**src/verilog/standby_defines.svh**
```systemverilog
// Summary of operation
// - Halt stops the CPU, peripherals keep running.
// - Halt entry leaves every oscillator unchanged.
// - Halt ends on reset pin, reset, interrupt.
// - Full hold stops CPU and all peripherals.
// - Full hold stops PLL, resonator, RC, crystal.
// - Low-speed RC stays under watchdog control.
// - Full hold wakes on seven listed sources.
// - Lines zero, one wake hold only level-configured.
// - Crystal hold keeps base timer, IR receiver.
// - Crystal hold stops PLL, resonator, RC oscillators.
// - Low RC keeps entry state for base timer.
// - Crystal keeps its entry state in crystal hold.
// - Crystal hold wakes on nine listed sources.
// - Lines zero, one need level mode there too.
// - Power-on reset asserts when power appears.
// - Power-on release level: one of eight.
// - Internal reset joins power-on and supply drop.
// - Supply-drop reset: enable, one of seven levels.
`ifndef STANDBY_DEFINES_SVH
`define STANDBY_DEFINES_SVH

// ----------------------------------------------------------------
// Timing
// ----------------------------------------------------------------
`define SBY_CLK_PERIOD_NS        40
`define SBY_RESET_STRETCH_NS     1000
`define SBY_RESET_STRETCH_CYCLES ((`SBY_RESET_STRETCH_NS + `SBY_CLK_PERIOD_NS - 1) / `SBY_CLK_PERIOD_NS)
`define SBY_OSC_RESTART_NS       100000
`define SBY_OSC_RESTART_CYCLES   ((`SBY_OSC_RESTART_NS + `SBY_CLK_PERIOD_NS - 1) / `SBY_CLK_PERIOD_NS)
`define SBY_COUNT_ONE            16'h0001
`define SBY_COUNT_ZERO           16'h0000

// ----------------------------------------------------------------
// Supply thresholds in millivolts
// ----------------------------------------------------------------
`define SBY_POR_MV_0 13'h0686
`define SBY_POR_MV_1 13'h07B2
`define SBY_POR_MV_2 13'h0816
`define SBY_POR_MV_3 13'h0942
`define SBY_POR_MV_4 13'h0A0A
`define SBY_POR_MV_5 13'h0B36
`define SBY_POR_MV_6 13'h0F14
`define SBY_POR_MV_7 13'h10FE
`define SBY_LVD_MV_0 13'h0776
`define SBY_LVD_MV_1 13'h07DA
`define SBY_LVD_MV_2 13'h0906
`define SBY_LVD_MV_3 13'h09CE
`define SBY_LVD_MV_4 13'h0AFA
`define SBY_LVD_MV_5 13'h0ECE
`define SBY_LVD_MV_6 13'h10B8

`endif

```
**src/verilog/standby_pkg.sv**
```systemverilog
package standby_pkg;

    // ----------------------------------------------------------------
    // Sequencer states, one-hot.
    // ----------------------------------------------------------------
    typedef enum logic [5:0] {
        ST_RUN     = 6'h01,
        ST_HALT    = 6'h02,
        ST_HOLD    = 6'h04,
        ST_XHOLD   = 6'h08,
        ST_RESTART = 6'h10,
        ST_RESET   = 6'h20
    } sby_state_t;

    // Supply monitor state.
    typedef struct packed {
        logic power_on_pending;  // Power-on reset still waiting for release level.
        logic supply_reset;      // Registered combined reset.
    } supply_regs_t;

endpackage

```
**src/verilog/supply_reset_gen.sv**
```systemverilog
`timescale 1ns/1ps
`default_nettype none
`include "standby_defines.svh"
module supply_reset_gen
    import standby_pkg::*;
(
    input  wire logic        ref_clk,
    input  wire logic        srst,
    input  wire logic [12:0] supply_mv,
    input  wire logic [2:0]  por_level_select,
    input  wire logic        supply_drop_enable,
    input  wire logic [2:0]  supply_drop_level_select,
    output logic             supply_reset
);
    supply_regs_t s;
    supply_regs_t next_s;

    // Release levels for power-on; the eight codes map one to one.
    function automatic logic [12:0] por_level(input logic [2:0] sel);
        case (sel)
            3'h0: por_level = `SBY_POR_MV_0;
            3'h1: por_level = `SBY_POR_MV_1;
            3'h2: por_level = `SBY_POR_MV_2;
            3'h3: por_level = `SBY_POR_MV_3;
            3'h4: por_level = `SBY_POR_MV_4;
            3'h5: por_level = `SBY_POR_MV_5;
            3'h6: por_level = `SBY_POR_MV_6;
            default: por_level = `SBY_POR_MV_7;
        endcase
    endfunction

    // Seven drop levels; the unused eighth code falls to the highest one.
    function automatic logic [12:0] drop_level(input logic [2:0] sel);
        case (sel)
            3'h0: drop_level = `SBY_LVD_MV_0;
            3'h1: drop_level = `SBY_LVD_MV_1;
            3'h2: drop_level = `SBY_LVD_MV_2;
            3'h3: drop_level = `SBY_LVD_MV_3;
            3'h4: drop_level = `SBY_LVD_MV_4;
            3'h5: drop_level = `SBY_LVD_MV_5;
            default: drop_level = `SBY_LVD_MV_6;
        endcase
    endfunction

    // Next state of the monitor.
    always_comb begin
        next_s = s;
        if (supply_mv >= por_level(por_level_select)) begin
            next_s.power_on_pending = 1'b0;
        end
        next_s.supply_reset = next_s.power_on_pending |
                              (supply_drop_enable && (supply_mv < drop_level(supply_drop_level_select)));
    end

    // Reset models power arrival; the pending flag starts set.
    always_ff @(posedge ref_clk) begin
        if (srst) begin
            s <= '{power_on_pending: 1'b1, supply_reset: 1'b1};
        end else begin
            s <= next_s;
        end
    end

    assign supply_reset = s.supply_reset;
endmodule
`default_nettype wire

```
**src/verilog/wake_source_filter.sv**
```systemverilog
`timescale 1ns/1ps
`default_nettype none
module wake_source_filter (
    input  wire logic any_irq,
    input  wire logic external_irq_line_zero,
    input  wire logic external_irq_line_one,
    input  wire logic external_irq_line_two,
    input  wire logic external_irq_line_four,
    input  wire logic external_irq_line_five,
    input  wire logic line_zero_level_mode,
    input  wire logic line_one_level_mode,
    input  wire logic port_zero_irq,
    input  wire logic usb_bus_active_irq,
    input  wire logic base_timer_irq,
    input  wire logic ir_receiver_irq,
    output logic      wake_halt,
    output logic      wake_hold,
    output logic      wake_xtal_hold
);
    // Any interrupt releases halt.
    assign wake_halt = any_irq;
    assign wake_hold = (external_irq_line_zero && line_zero_level_mode) |
                       (external_irq_line_one && line_one_level_mode) |
                       external_irq_line_two | external_irq_line_four |
                       external_irq_line_five | port_zero_irq | usb_bus_active_irq;
    assign wake_xtal_hold = wake_hold | base_timer_irq | ir_receiver_irq;
endmodule
`default_nettype wire

```
**src/verilog/standby_and_reset_control.sv**
```systemverilog
`timescale 1ns/1ps
`default_nettype none
`include "standby_defines.svh"
module standby_and_reset_control
    import standby_pkg::*;
#(
    parameter int unsigned RESTART_CYCLES = `SBY_OSC_RESTART_CYCLES,
    parameter int unsigned STRETCH_CYCLES = `SBY_RESET_STRETCH_CYCLES
) (
    input  wire logic        ref_clk,
    input  wire logic        srst,
    // CPU standby requests, one-cycle pulses.
    input  wire logic        halt_request,
    input  wire logic        hold_request,
    input  wire logic        xtal_hold_request,
    // Reset sources.
    input  wire logic        reset_pin_n,
    input  wire logic        watchdog_reset,
    input  wire logic [12:0] supply_mv,
    input  wire logic [2:0]  por_level_select,
    input  wire logic        supply_drop_enable,
    input  wire logic [2:0]  supply_drop_level_select,
    // Wake sources.
    input  wire logic        any_irq,
    input  wire logic        external_irq_line_zero,
    input  wire logic        external_irq_line_one,
    input  wire logic        external_irq_line_two,
    input  wire logic        external_irq_line_four,
    input  wire logic        external_irq_line_five,
    input  wire logic        line_zero_level_mode,
    input  wire logic        line_one_level_mode,
    input  wire logic        port_zero_irq,
    input  wire logic        usb_bus_active_irq,
    input  wire logic        base_timer_irq,
    input  wire logic        ir_receiver_irq,
    // Software oscillator enables and watchdog control.
    input  wire logic        sw_pll_enable,
    input  wire logic        sw_cf_enable,
    input  wire logic        sw_rc_enable,
    input  wire logic        sw_xtal_enable,
    input  wire logic        watchdog_low_rc_enable,
    input  wire logic        base_timer_on_low_rc,
    // Controls to the core, peripherals and oscillators.
    output logic             cpu_run,
    output logic             periph_run,
    output logic             base_timer_run,
    output logic             ir_receiver_run,
    output logic             pll_enable,
    output logic             ceramic_resonator_oscillator_enable,
    output logic             rc_osc_enable,
    output logic             xtal_osc_enable,
    output logic             low_rc_osc_enable,
    output logic             internal_reset,
    output logic             wake_irq_service
);

    // ----------------------------------------------------------------
    // Parameter checks
    // ----------------------------------------------------------------
    // The down-counter is sixteen bits; longer waits would wrap.
    if (RESTART_CYCLES < 1 || RESTART_CYCLES > 65535) begin : g_bad_restart
        $error("RESTART_CYCLES out of range");
    end
    if (STRETCH_CYCLES < 1 || STRETCH_CYCLES > 65535) begin : g_bad_stretch
        $error("STRETCH_CYCLES out of range");
    end

    localparam logic [15:0] RESTART_LOAD = 16'(RESTART_CYCLES);
    localparam logic [15:0] STRETCH_LOAD = 16'(STRETCH_CYCLES);

    // ----------------------------------------------------------------
    // State
    // ----------------------------------------------------------------
    typedef struct packed {
        sby_state_t  fsm;            // Sequencer state.
        logic [1:0]  pin_sync;       // Reset pin synchroniser.
        logic [15:0] count;          // Restart or reset stretch counter.
        logic        xtal_entry;     // Crystal state caught on entry.
        logic        bt_entry;       // Base timer ran on low RC at entry.
        logic        low_rc_entry;   // Low RC state caught on entry.
        logic        cpu_run;
        logic        periph_run;
        logic        base_timer_run;
        logic        ir_receiver_run;
        logic        pll_enable;
        logic        cf_enable;
        logic        rc_enable;
        logic        xtal_enable;
        logic        low_rc_enable;
        logic        internal_reset;
        logic        wake_irq_service;
    } seq_regs_t;

    seq_regs_t s;       // Registered state.
    seq_regs_t next_s;  // Next state.

    logic supply_reset;    // Combined power-on and drop reset.
    logic wake_halt;       // Halt release by interrupt.
    logic wake_hold;       // Full-hold release by interrupt.
    logic wake_xtal_hold;  // Crystal-hold release by interrupt.
    logic pin_low;         // Synchronised reset pin low.
    logic reset_cause;     // Any reset source active.

    // ----------------------------------------------------------------
    // Submodules
    // ----------------------------------------------------------------
    // Supply monitor: power-on and supply-drop detection.
    supply_reset_gen u_supply (
        .ref_clk                  (ref_clk),
        .srst                     (srst),
        .supply_mv                (supply_mv),
        .por_level_select         (por_level_select),
        .supply_drop_enable       (supply_drop_enable),
        .supply_drop_level_select (supply_drop_level_select),
        .supply_reset             (supply_reset)
    );

    // Wake source qualification per standby mode.
    wake_source_filter u_wake (
        .any_irq                (any_irq),
        .external_irq_line_zero (external_irq_line_zero),
        .external_irq_line_one  (external_irq_line_one),
        .external_irq_line_two  (external_irq_line_two),
        .external_irq_line_four (external_irq_line_four),
        .external_irq_line_five (external_irq_line_five),
        .line_zero_level_mode   (line_zero_level_mode),
        .line_one_level_mode    (line_one_level_mode),
        .port_zero_irq          (port_zero_irq),
        .usb_bus_active_irq     (usb_bus_active_irq),
        .base_timer_irq         (base_timer_irq),
        .ir_receiver_irq        (ir_receiver_irq),
        .wake_halt              (wake_halt),
        .wake_hold              (wake_hold),
        .wake_xtal_hold         (wake_xtal_hold)
    );

    // ----------------------------------------------------------------
    // Reset sources
    // ----------------------------------------------------------------
    // Only the second synchroniser stage is looked at.
    assign pin_low = ~s.pin_sync[1];
    assign reset_cause = pin_low | watchdog_reset | supply_reset;

    // ----------------------------------------------------------------
    // Sequencer
    // ----------------------------------------------------------------
    // Next state and registered outputs, all derived from the next state.
    always_comb begin
        next_s = s;
        next_s.pin_sync = {s.pin_sync[0], reset_pin_n};
        next_s.wake_irq_service = 1'b0;
        if (reset_cause) begin
            next_s.fsm   = ST_RESET;
            next_s.count = STRETCH_LOAD;
        end else begin
            case (s.fsm)
                ST_RUN: begin
                    // Halt wins if several requests coincide.
                    if (halt_request) begin
                        next_s.fsm = ST_HALT;
                    end else if (hold_request) begin
                        next_s.fsm = ST_HOLD;
                    end else if (xtal_hold_request) begin
                        next_s.fsm          = ST_XHOLD;
                        next_s.xtal_entry   = sw_xtal_enable;
                        next_s.bt_entry     = base_timer_on_low_rc;
                        next_s.low_rc_entry = watchdog_low_rc_enable;
                    end
                end
                ST_HALT: begin
                    if (wake_halt) begin
                        next_s.fsm              = ST_RUN;
                        next_s.wake_irq_service = 1'b1;
                    end
                end
                ST_HOLD: begin
                    if (wake_hold) begin
                        next_s.fsm   = ST_RESTART;
                        next_s.count = RESTART_LOAD;
                    end
                end
                ST_XHOLD: begin
                    if (wake_xtal_hold) begin
                        next_s.fsm   = ST_RESTART;
                        next_s.count = RESTART_LOAD;
                    end
                end
                ST_RESTART: begin
                    if (s.count <= `SBY_COUNT_ONE) begin
                        next_s.fsm              = ST_RUN;
                        next_s.count            = `SBY_COUNT_ZERO;
                        next_s.wake_irq_service = 1'b1;
                    end else begin
                        next_s.count = s.count - `SBY_COUNT_ONE;
                    end
                end
                ST_RESET: begin
                    if (s.count <= `SBY_COUNT_ONE) begin
                        next_s.fsm   = ST_RUN;
                        next_s.count = `SBY_COUNT_ZERO;
                    end else begin
                        next_s.count = s.count - `SBY_COUNT_ONE;
                    end
                end
                default: begin
                    next_s.fsm   = ST_RESET;
                    next_s.count = STRETCH_LOAD;
                end
            endcase
        end

        next_s.cpu_run        = (next_s.fsm == ST_RUN);
        next_s.periph_run     = (next_s.fsm == ST_RUN) || (next_s.fsm == ST_HALT);
        next_s.base_timer_run  = next_s.periph_run || (next_s.fsm == ST_XHOLD);
        next_s.ir_receiver_run = next_s.periph_run || (next_s.fsm == ST_XHOLD);
        next_s.internal_reset  = (next_s.fsm == ST_RESET);

        if ((next_s.fsm == ST_HOLD) || (next_s.fsm == ST_XHOLD)) begin
            next_s.pll_enable = 1'b0;
            next_s.cf_enable  = 1'b0;
            next_s.rc_enable  = 1'b0;
        end else begin
            next_s.pll_enable = sw_pll_enable;
            next_s.cf_enable  = sw_cf_enable;
            next_s.rc_enable  = sw_rc_enable;
        end

        case (next_s.fsm)
            ST_HOLD:  next_s.xtal_enable = 1'b0;
            ST_XHOLD: next_s.xtal_enable = next_s.xtal_entry;
            default:  next_s.xtal_enable = sw_xtal_enable;
        endcase

        if ((next_s.fsm == ST_XHOLD) && next_s.bt_entry) begin
            next_s.low_rc_enable = next_s.low_rc_entry;
        end else begin
            next_s.low_rc_enable = watchdog_low_rc_enable;
        end
    end

    // Synchronous reset parks the sequencer in its reset stretch.
    always_ff @(posedge ref_clk) begin
        if (srst) begin
            s <= '{fsm: ST_RESET, pin_sync: 2'h3, count: STRETCH_LOAD,
                   internal_reset: 1'b1, default: 1'b0};
        end else begin
            s <= next_s;
        end
    end

    // ----------------------------------------------------------------
    // Outputs
    // ----------------------------------------------------------------
    assign cpu_run                             = s.cpu_run;
    assign periph_run                          = s.periph_run;
    assign base_timer_run                      = s.base_timer_run;
    assign ir_receiver_run                     = s.ir_receiver_run;
    assign pll_enable                          = s.pll_enable;
    assign ceramic_resonator_oscillator_enable = s.cf_enable;
    assign rc_osc_enable                       = s.rc_enable;
    assign xtal_osc_enable                     = s.xtal_enable;
    assign low_rc_osc_enable                   = s.low_rc_enable;
    assign internal_reset                      = s.internal_reset;
    assign wake_irq_service                    = s.wake_irq_service;

    // ----------------------------------------------------------------
    // Assertions
    // ----------------------------------------------------------------
    property p_halt_stops_cpu;
        @(posedge ref_clk) disable iff (srst)
        (s.fsm == ST_HALT) |-> (!cpu_run && periph_run);
    endproperty
    a_halt_stops_cpu: assert property (p_halt_stops_cpu) else $error("halt state wrong");

    property p_halt_keeps_osc;
        @(posedge ref_clk) disable iff (srst)
        (s.fsm == ST_HALT) |-> (pll_enable == $past(sw_pll_enable)) && (xtal_osc_enable == $past(sw_xtal_enable));
    endproperty
    a_halt_keeps_osc: assert property (p_halt_keeps_osc) else $error("halt changed oscillator");

    property p_halt_wake;
        @(posedge ref_clk) disable iff (srst)
        (s.fsm == ST_HALT) && wake_halt && !reset_cause |=> cpu_run && wake_irq_service;
    endproperty
    a_halt_wake: assert property (p_halt_wake) else $error("halt not released");

    property p_hold_all_off;
        @(posedge ref_clk) disable iff (srst)
        (s.fsm == ST_HOLD) |-> !periph_run && !pll_enable && !ceramic_resonator_oscillator_enable
                               && !rc_osc_enable && !xtal_osc_enable;
    endproperty
    a_hold_all_off: assert property (p_hold_all_off) else $error("hold left clock running");

    property p_hold_wake;
        @(posedge ref_clk) disable iff (srst)
        (s.fsm == ST_HOLD) && wake_hold && !reset_cause |=> (s.fsm == ST_RESTART) && !cpu_run;
    endproperty
    a_hold_wake: assert property (p_hold_wake) else $error("hold not released");

    property p_xhold_units;
        @(posedge ref_clk) disable iff (srst)
        (s.fsm == ST_XHOLD) |-> base_timer_run && ir_receiver_run && !periph_run && !pll_enable;
    endproperty
    a_xhold_units: assert property (p_xhold_units) else $error("crystal hold units wrong");

    property p_xhold_xtal;
        @(posedge ref_clk) disable iff (srst)
        (s.fsm == ST_XHOLD) |-> (xtal_osc_enable == s.xtal_entry);
    endproperty
    a_xhold_xtal: assert property (p_xhold_xtal) else $error("crystal state lost");

    property p_xhold_low_rc;
        @(posedge ref_clk) disable iff (srst)
        (s.fsm == ST_XHOLD) && s.bt_entry |-> (low_rc_osc_enable == s.low_rc_entry);
    endproperty
    a_xhold_low_rc: assert property (p_xhold_low_rc) else $error("low RC state lost");

    property p_restart_resume;
        @(posedge ref_clk) disable iff (srst)
        (s.fsm == ST_RESTART) && (s.count == `SBY_COUNT_ONE) && !reset_cause |=> cpu_run && wake_irq_service;
    endproperty
    a_restart_resume: assert property (p_restart_resume) else $error("no resume after restart");

    property p_reset_follows;
        @(posedge ref_clk) disable iff (srst)
        reset_cause |=> internal_reset && !cpu_run;
    endproperty
    a_reset_follows: assert property (p_reset_follows) else $error("reset not asserted");

endmodule
`default_nettype wire

```
**config.mk**
```make
export PLATFORM = sky130hd
export DESIGN_NAME = standby_and_reset_control
export DESIGN_NICKNAME = d
export VERILOG_FILES = /design/src/verilog/standby_pkg.sv /design/src/verilog/supply_reset_gen.sv /design/src/verilog/wake_source_filter.sv /design/src/verilog/standby_and_reset_control.sv
export VERILOG_INCLUDE_DIRS = /design/src /design/src/verilog
export SDC_FILE = /design/constraint.sdc
export NUM_CORES = 1
export LEC_CHECK = 0
export BUFFER_PORTS_ARGS = -buffer_cell sky130_fd_sc_hd__buf_2
export CORE_MARGIN = 2
export CORE_UTILIZATION = 59
export CTS_CLUSTER_SIZE = 16
export DETAILED_ROUTE_END_ITERATION = 12
export GPL_ROUTABILITY_DRIVEN = 0
export PLACE_DENSITY = 0.85
export SLEW_MARGIN = 10
export SYNTH_ARGS = -nofsm -noshare
export SYNTH_HDL_FRONTEND = slang
export SYNTH_SLANG_ARGS = --single-unit
```
**constraint.sdc**
```tcl
create_clock -name ref_clk -period 7.8 [get_ports ref_clk]
set_input_delay 1.56 -clock ref_clk [delete_from_list [all_inputs] [get_ports ref_clk]]
set_output_delay 1.56 -clock ref_clk [all_outputs]
set_load 0.005 [all_outputs]
```
[Word-level counts from Yosys, hierarchy flattened]
Index checks and enable logic that the tools add are counted.
Word-level totals
  bits of input ports: 45
  word-level logic and storage cells: 99
  register bits: 39
Operators by class
  mux-type cells: 26
  equal/unequal tests: 24
  reduce and logical (&&, ||, !) cells: 14
  bitwise operators: 13
  add/subtract/negate cells: 1
  $lt $le $gt $ge: 3
Operator list (number)
  case mux 13 bit (7 select lines): 1
  case mux 13 bit (6 select lines): 1
  case mux 16 bit (4 select lines): 1
  two-way mux 16 bit: 3
  two-way mux 6 bit: 8
  case mux 6 bit (5 select lines): 1
  less-or-equal comparator 16 x 1 -> 1 bit, second input constant: 1
  subtractor 16 x 1 -> 16 bit, second input constant: 1
  equality test 3 bit, second input constant: 5
  two-way mux 3 bit: 5
  >= comparator 13 bit: 1
  less-than comparator 13 bit: 1
  equality test 3 x 2 -> 1 bit, second input constant: 4
  equality test 6 x 1 -> 1 bit, second input constant: 2
  equality test 6 x 2 -> 1 bit, second input constant: 2
  equality test 6 x 3 -> 1 bit, second input constant: 2
  equality test 6 x 4 -> 1 bit, second input constant: 2
  equality test 6 bit, second input constant: 2
  bitwise OR 1 bit: 11
  OR reduction 2 bit: 4
  equality test 3 x 1 -> 1 bit, second input constant: 2
  equality test 6 x 5 -> 1 bit, second input constant: 1
  logical NOT 3 bit: 2
  logical AND 1 bit: 4
  other kinds (6): 14

[Longest topological paths before layout]
  word-level depth: 15
  gate-level depth with buffers: 11
  depth with buffers taken out: 11

[Cells and area by module]
Synthesis repeated with hierarchy kept, for this count alone.
Second synthesis, totals
  cells, all modules: 295
  area total of the unflattened synthesis: 2484.9 µm²
Modules (own cells, without submodules)
  standby_and_reset_control: seq. area each 740.7 µm², cells an instance 194, instances 1, area each 1707.9 µm²
  supply_reset_gen: seq. area each 40.0 µm², cells an instance 95, instances 1, area each 737.0 µm²
  wake_source_filter: seq. area each 0.0 µm², cells an instance 6, instances 1, area each 40.0 µm²

[Least setup slack after synthesis]
No wires, ideal clock.
  kind: input -> register
  from: in por_level_select[2]
  to: reg u_supply.s, in the netlist u_supply.supply_reset
  setup slack: 4.637 ns
  buffers on the path: 1
  library setup time: 0.124 ns
  data arrival time: 3.039 ns
  cell stages on the path: 10
  required time: 7.676 ns
  path through: clkbuf_1 -> nand2_1 -> nor2_1 -> nor2_1 -> ha_1 -> nand4_1 -> o41ai_1 -> nand2_1 -> o21ai_0 -> o22ai_1
On the way
  longest elaborated chain between the ends: 5
Ends and longest elaborated chain
  start, declared: line standby_and_reset_control.sv:20  | input wire logic [2:0] por_level_select,
  equality test 3 bit, or another cell as far along: line supply_reset_gen.sv:20  | case (sel)
  case mux 13 bit (7 select lines) (*): line supply_reset_gen.sv:20
  >= comparator 13 bit (*): line supply_reset_gen.sv:48  | if (supply_mv >= por_level(por_level_select)) begin
  two-way mux 1 bit (*): line supply_reset_gen.sv:48
  bitwise OR 1 bit (*): line supply_reset_gen.sv:51  | next_s.supply_reset = next_s.power_on_pending |
  end signal, assigned: line supply_reset_gen.sv:58  | s <= '{power_on_pending: 1'b1, supply_reset: 1'b1};
  end signal, assigned: line supply_reset_gen.sv:60  | s <= next_s;
  end, declared: line supply_reset_gen.sv:15  | supply_regs_t s;
Mark *: on every way between the ends. The rest lies on a longest branch, timed or not.
A chain may end at the register's enable or synchronous reset.

[Worst setup path in the final report]
  from: reg s[22] in the netlist's numbering
  to: reg s, in the netlist low_rc_osc_enable
On the way
  longest elaborated chain between the ends: 7
Ends and longest elaborated chain
  start, declared: line standby_and_reset_control.sv:94  | seq_regs_t s;
  start signal, assigned: line standby_and_reset_control.sv:244  | s <= '{fsm: ST_RESET, pin_sync: 2'h3, count: STRETCH_LOAD,
  start signal, assigned: line standby_and_reset_control.sv:247  | s <= next_s;
  less-or-equal comparator 16 x 1 -> 1 bit (no line)
  two-way mux 6 bit: line standby_and_reset_control.sv:189, standby_and_reset_control.sv:198
  case mux 6 bit (5 select lines): line standby_and_reset_control.sv:156  | case (s.fsm)
  two-way mux 6 bit: line standby_and_reset_control.sv:152  | if (reset_cause) begin
  equality test 6 x 4 -> 1 bit: line standby_and_reset_control.sv:234  | if ((next_s.fsm == ST_XHOLD) && next_s.bt_entry) begin
  logical AND 1 bit: line standby_and_reset_control.sv:234
  two-way mux 1 bit: line standby_and_reset_control.sv:234
No other way between the ends.

==> key figures <==
Finish
  • Utilization after layout: 69.1%
  • Nets: 447
  • Largest reg by FF count: s
  • ANT cells: 0
  • P&R area growth vs syn: 14.4%
  • Multi-input logic area: 0.00171 mm²
  • Layout cells sized above 1: about a fifth
  • Number of fillers in the final layout: about 370
  • Non-filler cells, final: 430
  • Sequential cell area: 781 µm²
  • Max reg flops: 26

Worst hold path
  • Hold depth: 1
  • Hold Crit Class: reg -> reg

Power and ir drop
  • Worst VDD drop: between 0.00009 and 0.0001 V
  • Leakage: 1.27 nW
  • Cell Pwr Density: approximately 140 mW/mm²

Global route
  • Largest net degree at the start of global routing: 19
  • First-pass GRT wire length: 10400 µm
  • GRT overflow: 0
  • Number of global-route vias before repair: about 2400
  • Initial antenna violation count: 0
  • Total GRT Usage: approximately 25%

Synth
  • Ys flop type: dfxtp_1
  • Post-synth cell types: 47
  • Async S/R FF share, synth: 0%
  • EDFF count, synth: 0
  • Largest area contributor in the synthesized netlist: dfxtp_1
  • Synthesized Nets: 400
  • Synthesized-area fraction occupied by adder cells: a little under an eighth
  • Register area share after synthesis: 29.9%
  • Synthesis-stage register bit count: 39
  • Main combinational cell family by area after synthesis: simple AND/OR/NAND/NOR gates
  • Top cells by area, synth: dfxtp_1 30%, ha_1 12%, nor2_1 6.2%, o21ai_0 4.6%, a21oi_1 3.4%
  • Post-Synth Simple-Gate Area: around 27%
  • Post-synthesis compound-gate area fraction: 20.9%
  • Synth top area share: 29.9%
  • Yosys warnings: 0
  • Mean Syn Cell Area: 7.92 µm²
  • Mux contribution to synthesized area: 1.63%
  • Post-Syn Area: 0.00261 mm²
  • Synth Area in XOR/XNOR: 3.69%
  • Post-Synthesis Cells: between 300 and 400

Die
  • # IOs: between 50 and 60
  • Row count: 24
  • Die area: 0.00498 mm²
  • Core area: 0.00432 mm²
  • Die width: 70.5 µm
  • DIE HEIGHT: between 70 and 80 µm
  • Initial Utilization: 60.4%

Clocking
  • CTS HTree Levels: 2
  • Post-cts sizing count: 0
  • Clk pin slew, worst setup/hold paths: 0.08 ns
  • Clock net sink count: 39
  • Postcts setup bufs: 0
  • Total CTS buffers: 5
  • Worst-Skew Late Latency: 0.29 ns
  • CTS Buffer Depth: 2
  • CTS Hold Bufs: 0
  • CTS tree: built
  • CTS root buf: clkbuf_8

Drt
  • DR vias: ~2500
  • Drt via density: 5.90
  • DRC violations left: 0
  • DRT antenna net count: 0
  • WL final: 5960 µm
  • Drt first pass iters: 5
  • Wire per inst: approximately 14 µm
  • Iter 0 DRT Violations: 275

STA
  • Fmax: between 300 and 400 MHz
  • Setup-failing EPs final: 0
  • Setup Skew: 0.00629 ns
  • TNS Setup: 0 ns
  • Number of failing hold endpoints at the final stage: 0
  • Period utilization: 40.8%
  • Final min period: 3.18 ns
  • RSZ-0062 raised after global routing: false
  • Hold slack: 0.416 ns
  • Worst slew margin: 28.2%
  • Pins over their slew limit: 0
  • Worst-Margin Slew: 1.07 ns

Worst setup path
  • Worst Reg2Reg Path Length in Cells: 6
  • CP max FO: 18
  • CP endpoint kind: flop
  • Kind of critical path: reg -> reg
  • Crit start category: flop
  • WP data required: 7.99 ns
  • Data arrival, critical path: approximately 3.4 ns

Placement
  • I/O Buffers: 55
  • Post-Place Cells: 422
  • Dpl hpwl: 4690 µm

Run
  • MaxCap Viol Count: 0

Run status
  • Status: finished, final reports clean
==> logic make-up after synthesis <==
kind of cell	count (synthesis)
mux	4
fa+ha+maj	25
flops	39
simple gates	136
compound gates	84
xor+xnor	11
buf+inv	31
==> Yosys cell counts, drive strengths merged, types with 3 or more instances <==
master	count
o41ai	4
nand3	11
xnor2	5
inv	15
dfxtp	39
nor2b	7
nand2b	4
o21ai	26
nor4	3
nand4b	3
or2	4
o22ai	3
nand2	21
clkbuf	14
and2	4
o21a	6
nand4	10
nor3b	6
a211oi	5
o21bai	3
or4	4
a31oi	3
a21o	5
xor2	6
nor3	10
nor2	43
a21oi	18
ha	25
==> cell usage in the layout, fill, tap and decap left out, types with 3 or more instances in the layout <==
cell / instances
buf_2: 55
nor2_1: 43
dfxtp_1: 39
ha_1: 25
o21ai_0: 24
nand2_1: 21
a21oi_1: 18
inv_1: 15
nand3_1: 11
nor3_1: 10
nand4_1: 10
nor2b_1: 7
o21a_1: 6
xor2_1: 6
xnor2_1: 5
a211oi_1: 5
a21o_1: 5
clkbuf_8: 5
nand2b_1: 4
and2_1: 4
or2_2: 4
o21bai_1: 3
nor4_1: 3
nor3b_1: 3
or4_1: 3
nand4b_1: 3
a31oi_1: 3
o22ai_1: 3
nor3b_2: 3
o41ai_1: 3
==> critical path: stages (launching register included) <==
cell and delay (ns):
dfxtp_1 0.36, or4_1 0.65, or4_4 0.47, o41ai_4 0.86
a31oi_1 0.26, nand3_1 0.15, mux2_2 0.33
==> metrics by stage <==
stage / power [mW] / instance area, µm² / worst slack (ns)
3_3_place_gp: 0.269 / 2900 / 4.36
3_5_place_dp: 0.271 / 2900 / 4.33
4_1_cts: 0.408 / 2990 / 4.60
6_report: 0.405 / 2990 / 4.62
2_1_floorplan: 0.247 / 2610 / 4.64
5_1_grt: 0.426 / 2990 / 4.42
==> report_power, final <==
| group | total [mW] | internal, mW | leakage, nW | switching (mW) |
|---|---|---|---|---|
| sequential | 0.204 | 0.202 | 0.317 | 0.00120 |
| combinational | 0.0631 | 0.0304 | 0.910 | 0.0327 |
| clock | 0.139 | 0.0639 | 0.0408 | 0.0747 |
==> final timing paths <==
| kind | slack, ns | from | end |
|---|---|---|---|
| min | 0.42 | next_s[31]$_SDFF_PP1_ | s[31]$_SDFF_PP1_ |
| max | 4.62 | s[22]$_SDFFE_PP0P_ | low_rc_osc_enable$_SDFF_PP0_ |
| max reg2reg | 4.62 | s[22]$_SDFFE_PP0P_ | low_rc_osc_enable$_SDFF_PP0_ |
| min reg2reg | 0.42 | next_s[31]$_SDFF_PP1_ | s[31]$_SDFF_PP1_ |
==> final cells by class <==
| cell class | instances | area share, % |
|---|---|---|
| Clock buffer | 5 | 2.30 |
| Clock inverter | 3 | 0.796 |
| Multi-Input combinational cell | 260 | 57.2 |
| Inverter | 15 | 1.88 |
| Timing Repair Buffer | 56 | 9.46 |
| Sequential cell | 39 | 26.1 |
| Tap cell | 52 | 2.18 |
==> layer usage <==
metal  vias to the layer above  track usage, %  routed length (µm)
met5                         -               0                   0
met4                         0            10.5                 124
met3                        11            5.70                 336
met2                        91            45.5                2990
met1                      1150            28.8                2510
li1                       1287               -                   -
Power figures use the tool's default switching activity.
